### src/hw/egp_pkg.sv
// Package for the eight-bit GPIO port with analog channel sharing.
// Assumes an AXI4-Lite register bus with 32-bit data.
package egp_pkg;
    // ------------------------------------------------------------
    // Register map
    // ------------------------------------------------------------
    // Printed offset is not a multiple of four, so it is kept as an index
    localparam logic [11:0] EGP_IDX_LATCH = 12'h441;
    localparam logic [11:0] EGP_IDX_DIR = 12'h442;
    localparam logic [11:0] EGP_IDX_ADC = 12'h443;
    localparam logic [13:0] EGP_ADDR_LATCH = {EGP_IDX_LATCH, 2'b00};
    localparam logic [13:0] EGP_ADDR_DIR = {EGP_IDX_DIR, 2'b00};
    localparam logic [13:0] EGP_ADDR_ADC = {EGP_IDX_ADC, 2'b00};
    localparam int EGP_AW = 14;
    localparam logic [7:0] EGP_DIR_RST = 8'h00;
    localparam logic [1:0] EGP_RESP_OKAY = 2'b00;
    localparam logic [1:0] EGP_RESP_SLVERR = 2'b10;
    // ADC select register: bit 3 enable, bits 2:0 pin number
    localparam int EGP_ADC_EN_BIT = 3;
    localparam logic [3:0] EGP_ADC_RST = 4'h0;

    typedef struct packed {
        logic [7:0] out_val;
        logic [7:0] out_en;
        logic [7:0] analog_sel;
    } egp_pin_drive_t;

    typedef enum logic [1:0] {
        EGP_W_IDLE = 2'b00,
        EGP_W_RESP = 2'b01
    } egp_wstate_t;
endpackage

### src/hw/egp_port.sv
// Eight-bit GPIO port with data latch, direction register and analog takeover.
// Assumes an AXI4-Lite master on core_clk and pins asynchronous to it.
//
// Behaviour
// - Eight readable and writable data latches in one byte-wide register.
// - Reset leaves the data latches untouched.
// - Direction bit 1 enables the pin driver, 0 makes it an input.
// - Reset clears all direction bits, so every pin is an input.
// - Data read returns latch where direction is 1, pin level where 0.
// - Latch writes with strobe bit 0 set always land, regardless of direction.
// - Converter-selected pin loses digital drive and goes to analog.
// - Unselected pins behave as ordinary digital pins.
`timescale 1ns/10ps
module egp_port
    import egp_pkg::*;
(
    input wire logic core_clk, // System clock
    input wire logic rst_b, // Sync reset, active low
    input wire logic [EGP_AW-1:0] s_axi_awaddr, // Write address
    input wire logic s_axi_awvalid, // Write address valid
    output logic s_axi_awready, // Write address ready
    input wire logic [31:0] s_axi_wdata, // Write data
    input wire logic [3:0] s_axi_wstrb, // Write strobes
    input wire logic s_axi_wvalid, // Write data valid
    output logic s_axi_wready, // Write data ready
    output logic [1:0] s_axi_bresp, // Write response
    output logic s_axi_bvalid, // Write response valid
    input wire logic s_axi_bready, // Write response ready
    input wire logic [EGP_AW-1:0] s_axi_araddr, // Read address
    input wire logic s_axi_arvalid, // Read address valid
    output logic s_axi_arready, // Read address ready
    output logic [31:0] s_axi_rdata, // Read data
    output logic [1:0] s_axi_rresp, // Read response
    output logic s_axi_rvalid, // Read data valid
    input wire logic s_axi_rready, // Read data ready
    input wire logic [7:0] pin_in, // Pin levels
    output logic [7:0] pin_out, // Pin drive values
    output logic [7:0] pin_oe, // Pin driver enables
    output logic [7:0] analog_sel // Pin routed to converter
);
    // ------------------------------------------------------------
    // State
    // ------------------------------------------------------------
    logic [7:0] latch_reg, latch_next;
    logic [7:0] dir_reg, dir_next;
    logic [3:0] adc_reg, adc_next;
    logic [7:0] sync1_reg, sync2_reg, sync3_reg, pin_lvl_reg, pin_lvl_next;
    egp_pin_drive_t drv_reg, drv_next;
    logic aw_have_reg, aw_have_next, w_have_reg, w_have_next;
    logic [EGP_AW-1:0] awaddr_reg, awaddr_next;
    logic [31:0] wdata_reg, wdata_next;
    logic [3:0] wstrb_reg, wstrb_next;
    egp_wstate_t wst_reg, wst_next;
    logic [1:0] bresp_reg, bresp_next;
    logic rvalid_reg, rvalid_next;
    logic [31:0] rdata_reg, rdata_next;
    logic [1:0] rresp_reg, rresp_next;
    logic awready_reg, awready_next, wready_reg, wready_next, bvalid_reg, bvalid_next;
    logic arready_reg, arready_next;

    function automatic logic [7:0] egp_onehot(input logic [3:0] sel);
        egp_onehot = sel[EGP_ADC_EN_BIT] ? (8'h01 << sel[2:0]) : 8'h00;
    endfunction

    function automatic logic egp_hit(input logic [EGP_AW-1:0] a, input logic [EGP_AW-1:0] r);
        egp_hit = (a[EGP_AW-1:2] == r[EGP_AW-1:2]);
    endfunction

    // ------------------------------------------------------------
    // Write channel
    // ------------------------------------------------------------
    always_comb begin
        aw_have_next = aw_have_reg;
        w_have_next = w_have_reg;
        awaddr_next = awaddr_reg;
        wdata_next = wdata_reg;
        wstrb_next = wstrb_reg;
        wst_next = wst_reg;
        bresp_next = bresp_reg;
        latch_next = latch_reg;
        dir_next = dir_reg;
        adc_next = adc_reg;
        if (s_axi_awvalid && !aw_have_reg && wst_reg == EGP_W_IDLE) begin
            aw_have_next = 1'b1;
            awaddr_next = s_axi_awaddr;
        end
        if (s_axi_wvalid && !w_have_reg && wst_reg == EGP_W_IDLE) begin
            w_have_next = 1'b1;
            wdata_next = s_axi_wdata;
            wstrb_next = s_axi_wstrb;
        end
        unique case (wst_reg)
            EGP_W_IDLE: begin
                if (aw_have_reg && w_have_reg) begin
                    bresp_next = EGP_RESP_OKAY;
                    if (egp_hit(awaddr_reg, EGP_ADDR_LATCH)) begin
                        if (wstrb_reg[0]) latch_next = wdata_reg[7:0];
                    end else if (egp_hit(awaddr_reg, EGP_ADDR_DIR)) begin
                        if (wstrb_reg[0]) dir_next = wdata_reg[7:0];
                    end else if (egp_hit(awaddr_reg, EGP_ADDR_ADC)) begin
                        if (wstrb_reg[0]) adc_next = wdata_reg[3:0];
                    end else begin
                        bresp_next = EGP_RESP_SLVERR;
                    end
                    aw_have_next = 1'b0;
                    w_have_next = 1'b0;
                    wst_next = EGP_W_RESP;
                end
            end
            EGP_W_RESP: begin
                if (s_axi_bready) wst_next = EGP_W_IDLE;
            end
        endcase
        // Handshake outputs registered from the next state, so they match the held flags
        awready_next = !aw_have_next && wst_next == EGP_W_IDLE;
        wready_next = !w_have_next && wst_next == EGP_W_IDLE;
        bvalid_next = (wst_next == EGP_W_RESP);
    end

    // Latch has no reset branch: its contents survive reset
    always_ff @(posedge core_clk) begin
        latch_reg <= latch_next;
    end

    always_ff @(posedge core_clk) begin
        if (!rst_b) begin
            dir_reg <= EGP_DIR_RST;
            adc_reg <= EGP_ADC_RST;
            aw_have_reg <= 1'b0;
            w_have_reg <= 1'b0;
            awaddr_reg <= '0;
            wdata_reg <= 32'h0000_0000;
            wstrb_reg <= 4'h0;
            wst_reg <= EGP_W_IDLE;
            bresp_reg <= EGP_RESP_OKAY;
            awready_reg <= 1'b1;
            wready_reg <= 1'b1;
            bvalid_reg <= 1'b0;
        end else begin
            dir_reg <= dir_next;
            adc_reg <= adc_next;
            aw_have_reg <= aw_have_next;
            w_have_reg <= w_have_next;
            awaddr_reg <= awaddr_next;
            wdata_reg <= wdata_next;
            wstrb_reg <= wstrb_next;
            wst_reg <= wst_next;
            bresp_reg <= bresp_next;
            awready_reg <= awready_next;
            wready_reg <= wready_next;
            bvalid_reg <= bvalid_next;
        end
    end

    assign s_axi_awready = awready_reg;
    assign s_axi_wready = wready_reg;
    assign s_axi_bvalid = bvalid_reg;
    assign s_axi_bresp = bresp_reg;

    // ------------------------------------------------------------
    // Pin synchroniser and read channel
    // ------------------------------------------------------------
    // Level changes count once the second and third stages agree
    always_comb begin
        pin_lvl_next = pin_lvl_reg;
        for (int i = 0; i < 8; i++) begin
            if (sync2_reg[i] == sync3_reg[i]) pin_lvl_next[i] = sync3_reg[i];
        end
    end

    always_comb begin
        rvalid_next = rvalid_reg;
        rdata_next = rdata_reg;
        rresp_next = rresp_reg;
        if (rvalid_reg && s_axi_rready) rvalid_next = 1'b0;
        if (s_axi_arvalid && !rvalid_reg) begin
            rvalid_next = 1'b1;
            rresp_next = EGP_RESP_OKAY;
            rdata_next = 32'h0000_0000;
            if (egp_hit(s_axi_araddr, EGP_ADDR_LATCH))
                rdata_next[7:0] = (dir_reg & latch_reg) | (~dir_reg & pin_lvl_reg);
            else if (egp_hit(s_axi_araddr, EGP_ADDR_DIR))
                rdata_next[7:0] = dir_reg;
            else if (egp_hit(s_axi_araddr, EGP_ADDR_ADC))
                rdata_next[3:0] = adc_reg;
            else
                rresp_next = EGP_RESP_SLVERR;
        end
        arready_next = !rvalid_next;
    end

    always_ff @(posedge core_clk) begin
        sync1_reg <= pin_in;
        sync2_reg <= sync1_reg;
        sync3_reg <= sync2_reg;
        if (!rst_b) begin
            pin_lvl_reg <= 8'h00;
            rvalid_reg <= 1'b0;
            rdata_reg <= 32'h0000_0000;
            rresp_reg <= EGP_RESP_OKAY;
            arready_reg <= 1'b1;
        end else begin
            pin_lvl_reg <= pin_lvl_next;
            rvalid_reg <= rvalid_next;
            rdata_reg <= rdata_next;
            rresp_reg <= rresp_next;
            arready_reg <= arready_next;
        end
    end

    assign s_axi_arready = arready_reg;
    assign s_axi_rvalid = rvalid_reg;
    assign s_axi_rdata = rdata_reg;
    assign s_axi_rresp = rresp_reg;

    // ------------------------------------------------------------
    // Pin drive
    // ------------------------------------------------------------
    always_comb begin
        drv_next.analog_sel = egp_onehot(adc_reg);
        drv_next.out_en = dir_reg & ~drv_next.analog_sel;
        drv_next.out_val = latch_reg & drv_next.out_en;
    end

    always_ff @(posedge core_clk) begin
        if (!rst_b) begin
            drv_reg <= '0;
        end else begin
            drv_reg <= drv_next;
        end
    end

    assign pin_out = drv_reg.out_val;
    assign pin_oe = drv_reg.out_en;
    assign analog_sel = drv_reg.analog_sel;
endmodule

### config.mk
export PLATFORM = sky130hd
export DESIGN_NAME = egp_port
export DESIGN_NICKNAME = d
export VERILOG_FILES = /design/src/hw/egp_pkg.sv /design/src/hw/egp_port.sv
export SDC_FILE = /design/constraint.sdc
export NUM_CORES = 1
export LEC_CHECK = 0
export ABC_AREA = 1
export BUFFER_PORTS_ARGS = -buffer_cell sky130_fd_sc_hd__buf_2
export CAP_MARGIN = 5
export CORE_MARGIN = 2
export CORE_UTILIZATION = 45
export DETAILED_ROUTE_END_ITERATION = 7
export PLACE_DENSITY = 0.76
export SYNTH_ARGS = -nofsm -noshare
export SYNTH_HDL_FRONTEND = slang
export SYNTH_SLANG_ARGS = --single-unit
### constraint.sdc
create_clock -name core_clk -period 1.41 [get_ports core_clk]
set_input_delay 0.3525 -clock core_clk [delete_from_list [all_inputs] [get_ports core_clk]]
set_output_delay 0.3525 -clock core_clk [all_outputs]
set_load 0.02 [all_outputs]
# Yosys cells after proc, flatten, opt, wreduce, memory -nomap -nowiden
# Index checks and enable logic that the tools add are counted.
[word_totals] ff_bits=120 inputBits=79 output_inout_bits=65
[classes] eq_ne=16 shifts=1 n_mux=22 n_bitwise=9 reduce_logical=21
[ops] operator="$eq 12x11->1 const B" count=6
[ops] operator="$and 8x8->8" count=4
[ops] operator="$mux 2" count=8
[ops] operator="$mux 8" count=2
[ops] operator="$not 8->8" count=2
[ops] operator="$mux 4" count=3
[ops] operator="$logic_and 1x1->1" count=9
[ops] operator="$eq 1x1->1" count=8
[ops] operator="$mux 1" count=8
[ops] operator="$or 8x8->8" count=1
[ops] operator="$shl 1x3->8 const A" count=1
[ops] operator="$logic_not 1->1" count=6
[ops] operator="$reduce_and 6->1" count=1
[ops] operator="$reduce_and 5->1" count=1
[ops] operator="$eq 2x1->1 const B" count=2
[ops] operator="$logic_not 2->1" count=2
[ops] operator="$pmux 2 s2" count=1
[ops] operator="$reduce_and 4->1" count=1
[ops] operator="$not 1->1" count=2
[ops] operator="$reduce_and 2->1" count=1

# Longest topological paths before layout
# Gate-level depths: netlist (run 1).
[depth] ltp_word=8 ltp_mapped=10 ltp_nobuf=9

# Worst setup path after synthesis (run 1)
# Ideal clock, no wire load.
[synth_path] path_type="reg-to-reg" from="reg awaddr_reg[4]" to="reg latch_reg[0], enable pin" setup_time_ns=0.310 t_arrival_ns=1.009 t_required_ns=1.100 slack_ns=0.091 path_stages_with_launch=5 path_buffers=0 synth_period_minus_slack_ns=1.319 path_cell_list="dfxtp_1 -> or2_1 -> nor2_1 -> and3_1 -> and2_2"
[synth_via] elab_chain_cells=2
[synth_rtl] item="start, declared" line_no="egp_port.sv:50" rtl="logic [EGP_AW-1:0] awaddr_reg, awaddr_next;"
[synth_rtl] item="start signal, assigned" line_no="egp_port.sv:144" rtl="awaddr_reg <= awaddr_next;"
[synth_rtl] item="$eq 12x11->1" line_no="egp_port.sv:66" rtl="egp_hit = (a[EGP_AW-1:2] == r[EGP_AW-1:2]);"
[synth_rtl] item="$reduce_and 4->1 (no source line)"
[synth_rtl] item="end signal, assigned" line_no="egp_port.sv:122" rtl="latch_reg <= latch_next;"
[synth_rtl] item="end, declared" line_no="egp_port.sv:44" rtl="logic [7:0] latch_reg, latch_next;"
# Every way passes these cells.
# A chain may end at the register's enable or synchronous reset.

# Worst setup path after layout (run 1)
[layout_path] from="reg awaddr_reg[10]" to="reg latch_reg[1], enable pin"
# Same word-level chain as after synthesis.

==> flow_summary.yaml, run 1 <==
setup_path:
  worstSetupEndpointType: "register"
  critPathRequiredTime_ns: 1.63
  rrSetupSlack_ns: 0.002
  cp-endpoint: "latch_reg[1]"
  cp_max_fo: 8
  worstSetupPathDepth: 5
  cp_slowest_cell: "dfxtp_1"
  path_cells: "nor2_1 > nand3_1 > nor2_4 > and3_4 > and2_4"
  crit_start: "awaddr_reg[10]"
  arrival_ns: 1.63
  worst-path-buf-inv: 0
  crit_path_max_incr_delay_ns: 0.31
  critPathTopFamily: "simple AND/OR/NAND/NOR gates"
  reg2reg_depth: 5
  path_class: "register to register"
  r2r-end: "latch_reg[1]"
  start_kind: "register"
  rr_startpoint: "awaddr_reg[10]"
placed_design:
  pre_cts_ws_ns: -0.0445
  dp_hpwl_um: 5940
  portBuffers: 86
  gp_congestion: 0.819
die:
  dieHeight_um: 101
  num_io_pins: 144
  design.die.area_um2: 10100
  design.core.area_um2: 9150
  start_util: 0.460
  rows: 35
  die_w_um: 101
finish:
  multi_input_area_um2: 1500
  drive_gt1_frac: 0.253
  ff_latch_area_um2: 2400
  largest_reg_flops: 12
  nets: 687
  fillers: 788
  n_antenna_cell: 0
  area_growth_pct: 30.5
yosys:
  synth-seq-area-share: 0.571
  synth_top_family_by_area: "simple AND/OR/NAND/NOR gates"
  yosys.area.top_type: "dfxtp_1"
  ys_warn_count: 0
  syn_area_um2: 4210
  synth_fa_ha_area_frac: 0
  synth.distinct_cells: 33
  synthMuxAreaShare: 0.00952
  syn_area_per_cell_um2: 8.59
  yosys.area_share.simple: 0.210
  yosys.area.top_type_share: 0.514
  ys_ff_latch: 116
  synth-compound-area-share: 0.102
  synth_edf_count: 8
  ys_async_sr_fraction: 0
  synth_top_flop_cell: "dfxtp_1"
  synth.top_cells.by_area: "dfxtp_1, nor2_1, edfxtp_1"
  synth_common_cells: "dfxtp_1, nor2_1, nand2_1, inv_1, o21ai_0"
  synth_xor_area_frac: 0
  synthCells: 490
  synthMostInstantiatedCell: "dfxtp_1"
flow_run:
  cap_violations: 0
global_route:
  grt_pass1_wl_um: 13900
  antenna_found_initial: 0
  overflow: 0
  grt.total_usage: 0.178
  grt_pass1_vias: 3018
  grt_max_degree: 31
worst_hold_path:
  hold_class: "input pin to register"
  hp-start: "s_axi_wdata[4]"
pwr:
  worst_ir_drop_vdd_mv: 0.895
  p_switching_mw: 1.83
  p_comb_frac: 0.070
  power_frac_clock: 0.497
  pwr-share-seq: 0.433
  swShare: 0.223
  finalPower_mw: 8.19
  p_int_mw: 6.37
  power_per_cell_area_nw_per_um2: 1490
  power_leakage_nw: 2.55
sta:
  setup_viol: 0
  fmax_mhz: 710
  finalCriticalPeriod_ns: 1.41
  clock_skew_ns: 0.00545
  fin_ws_ns: 0.00190
  final_max_slew_viol_count: 0
  grt_setup_unrepaired: "true"
  min_period_over_period: 0.999
  finalHoldViolations: 0
  timing.hold.ws_ns: 0.0636
clock_network:
  clockBufferDepth: 2
  cts.sinks: 116
  cts_tree: "done"
  insertion_delay_ns: 0.51
  cts_root_buf: "clkbuf_8"
  path_clk_slew_ns: 0.05
  cts_made_buffers: 17
  cts.htree.levels: 4
detailed_routing:
  drc: 0
  first_iter_violations: 168
  vias: 3418
  viasPerCell: 4.67
  dr.pass1.iters: 5
  totalWireLength_um: 8550
  postRouteAntennaNets: 0
  routedWlPerCell_um: 11.7
outcome:
  outcome: "complete, no violations"
==> worst min-delay path by stage <==
stage / end / cells past startpoint / slack [ns]
2_1_floorplan: sync2_reg[0] / 0 / 0.31
3_3_place_gp: sync2_reg[3] / 0 / 0.31
3_5_place_dp: sync2_reg[0] / 0 / 0.31
4_1_cts: awaddr_reg[12] / 3 / 0.04
5_1_grt: wdata_reg[5] / 3 / 0.05
6_report: wdata_reg[4] / 3 / 0.06
==> power by group through the flow <==
stage	clock [mW]	sequential, mW	combinational, mW
CTS	4.15	3.54	0.555
floorplan	0	3.62	0.377
global placement	0	3.60	0.513
detailed placement	0	3.61	0.530
global route	4.31	3.56	0.645
finish	4.07	3.55	0.574
==> per-layer routing <==
layer | vias up | track usage | part of all wire | routed length [um]
li1 | 1763 | - | - | -
met1 | 1505 | 0.232 | 0.45 | 3870
met2 | 130 | 0.264 | 0.46 | 3920
met3 | 20 | 0.0541 | 0.069 | 587
met4 | 0 | 0.0948 | 0.021 | 178
met5 | - | 0 | 0 | 0
==> stage by stage <==
stage	TNS (ns)	std cells	utilization	instance area (um2)
2_1_floorplan	0	515	-	4300
3_3_place_gp	-0.258	691	0.519	4750
3_5_place_dp	-0.356	691	0.519	4750
4_1_cts	0	731	0.592	5420
5_1_grt	-0.382	732	0.600	5490
6_report	0	732	0.600	5490
==> logic make-up (layout without fill, tap and decap cells) <==
group	count (synthesis)	count (layout)
muxes	4	4
other	1	26
DFF	116	116
AOI/OAI and AO/OA	80	80
buffers and inverters	89	195
and+or+nand+nor	200	200
==> worst min-delay path: stages <==
cell	delay, ns
buf_2	0.08
nor2_1	0.03
nor2_1	0.08
==> repair_timing <==
action	in CTS	in global routing
endpoints found under the setup margin	11	30
hold buffers	8	0
resized for setup	3	22
pin swaps	0	5
setup buffers	0	1
endpoints found under the hold margin	8	0
==> layout make-up <==
class	count	area share
inverter	52	0.0360
timing repair buffer	111	0.122
tap	111	0.0253
sequential	116	0.438
multi-input combinational	310	0.273
clock inverter	6	0.0116
clock buffer	26	0.0948
==> placed cells by master, fill, tap and decap left out, types with 5 or more instances in the layout <==
master	n
dfxtp_1	107
nand2_1	49
buf_4	21
conb_1	26
clkbuf_16	18
edfxtp_1	8
inv_1	46
nor3_1	13
buf_2	80
nand3_1	17
nor2_4	5
a21oi_1	25
dlygate4sd3_1	8
o21ai_1	5
nor2_1	96
o21ai_0	40
(Power assumes the default switching activity.)
==> inputs of run 2 (changes only) <==
--- a/config.mk
+++ b/config.mk
@@ -9,9 +9,9 @@
 export BUFFER_PORTS_ARGS = -buffer_cell sky130_fd_sc_hd__buf_2
 export CAP_MARGIN = 5
 export CORE_MARGIN = 2
-export CORE_UTILIZATION = 45
+export CORE_UTILIZATION = 53
 export DETAILED_ROUTE_END_ITERATION = 7
-export PLACE_DENSITY = 0.76
+export PLACE_DENSITY = 0.84
 export SYNTH_ARGS = -nofsm -noshare
 export SYNTH_HDL_FRONTEND = slang
 export SYNTH_SLANG_ARGS = --single-unit
==> constraint.sdc (replaced) <==
create_clock -name core_clk -period 1.8 [get_ports core_clk]
set_input_delay 0.45 -clock core_clk [delete_from_list [all_inputs] [get_ports core_clk]]
set_output_delay 0.45 -clock core_clk [all_outputs]
set_load 0.02 [all_outputs]
==> flow_summary.yaml, run 2 (synthesis gave the netlist of run 1 again) <==
sta:
  clock_skew_ns: 0.00694
  finalCriticalPeriod_ns: 1.60
  setup_viol: 0
  fmax_mhz: 627
  min_period_over_period: 0.887
  finalHoldViolations: 0
  final_max_slew_viol_count: 0
  grt_setup_unrepaired: "false"
  fin_tns_setup_ns: 0
finish:
  n_antenna_cell: 0
  nets: 671
  area_growth_pct: 25.2
  layout_common_cells: "dfxtp_1, nor2_1, buf_2, nand2_1, inv_1"
  drive_gt1_frac: 0.238
  largest_reg_flops: 12
  final_common_cell: "dfxtp_1"
  fin_util: 0.682
setup_path:
  start_kind: "register"
  path_class: "register to register"
  worstSetupEndpointType: "register"
  arrival_ns: 1.98
  cp_max_fo: 16
  critPathRequiredTime_ns: 2.19
clock_network:
  path_clk_slew_ns: 0.05
  cts_tree: "done"
  cts_root_buf: "clkbuf_8"
  cts.repair.resized: 0
  cts.sinks: 116
  cts_made_buffers: 17
  cts-hold-fix-buffers: 0
  cts.htree.levels: 4
  clockBufferDepth: 2
  insertion_delay_ns: 0.51
  post_cts_buffers: 0
placed_design:
  dp_hpwl_um: 6060
  portBuffers: 86
  gp_congestion: 0.843
die:
  die_w_um: 93.1
  start_util: 0.545
  rows: 32
  design.die.area_um2: 8670
  num_io_pins: 144
  dieHeight_um: 93.1
  design.core.area_um2: 7730
pwr:
  finalPower_mw: 6.46
  power_per_cell_area_nw_per_um2: 1230
  power_leakage_nw: 2.47
  worst_ir_drop_vdd_mv: 0.834
detailed_routing:
  viasPerCell: 4.81
  totalWireLength_um: 8790
  drc: 0
  vias: 3401
  dr.pass1.iters: 5
  routedWlPerCell_um: 12.4
  first_iter_violations: 245
  postRouteAntennaNets: 0
global_route:
  grt_max_degree: 26
  antenna_found_initial: 0
  overflow: 0
  grt_pass1_wl_um: 14200
  grt_pass1_vias: 3172
  grt.total_usage: 0.216
flow_run:
  cap_violations: 0
worst_hold_path:
  hold_class: "input pin to register"
outcome:
  outcome: "complete, no violations"
## run 2: changes by cell type in the layout (fill, tap and decap cells not counted), sizes merged
cell         change
buf              -8
dlygate4sd3      -8
clkbuf           -3
clkinv           +3
bufinv           +1
clkinvlp         -1
## run 2: metal layers
layer	GRT usage	wire, um	up-vias
met5	0	0	-
met3	0.0822	722	22
li1	-	-	1732
met1	0.239	3630	1499
met2	0.362	4230	148
met4	0.112	217	0
## run 2: worst paths after layout
| path | from | to | slack (ns) | cells past startpoint |
|---|---|---|---|---|
| max | aw_have_reg | dir_reg[7] | 0.20 | 7 |
| min | pin_in[2] | sync1_reg[2] | 0.04 | 1 |
| max reg2reg | aw_have_reg | dir_reg[7] | 0.20 | 7 |
| min reg2reg | sync1_reg[2] | sync2_reg[2] | 0.32 | 0 |
## run 2: stage by stage
stage               setup slack, ns  hold slack, ns  instances  cell area, um2
global placement              0.260           0.313        675            4670
CTS                           0.209          0.0168        707            5270
floorplan                     0.481           0.310        515            4300
finish                        0.204          0.0398        707            5270
detailed placement            0.218           0.312        675            4670
global route                 0.0575          0.0117        707            5270
## run 2: power breakdown
group / total, mW / internal, mW / switching, mW
clock: 3.27 / 2.18 / 1.09
combinational: 0.407 / 0.141 / 0.266
sequential: 2.78 / 2.71 / 0.0632
## run 2: final cells by class
cell class | count | area (um2)
fillers | 611 | 2460
flip-flops and latches | 116 | 2400
multi-input cells | 310 | 1450
clock buffers | 23 | 498
repair buffers | 95 | 498
inverters | 52 | 195
well taps | 102 | 128
clock inverters | 9 | 97.6
## run 2: worst max-delay path, stage by stage, from the launching register on
cell     delay, ns
dfxtp_1       0.40
nand2_1       0.13
inv_2         0.08
nand2_2       0.08
nor2_4        0.13
nand3_2       0.30
o21ai_0       0.28
a21oi_1       0.06
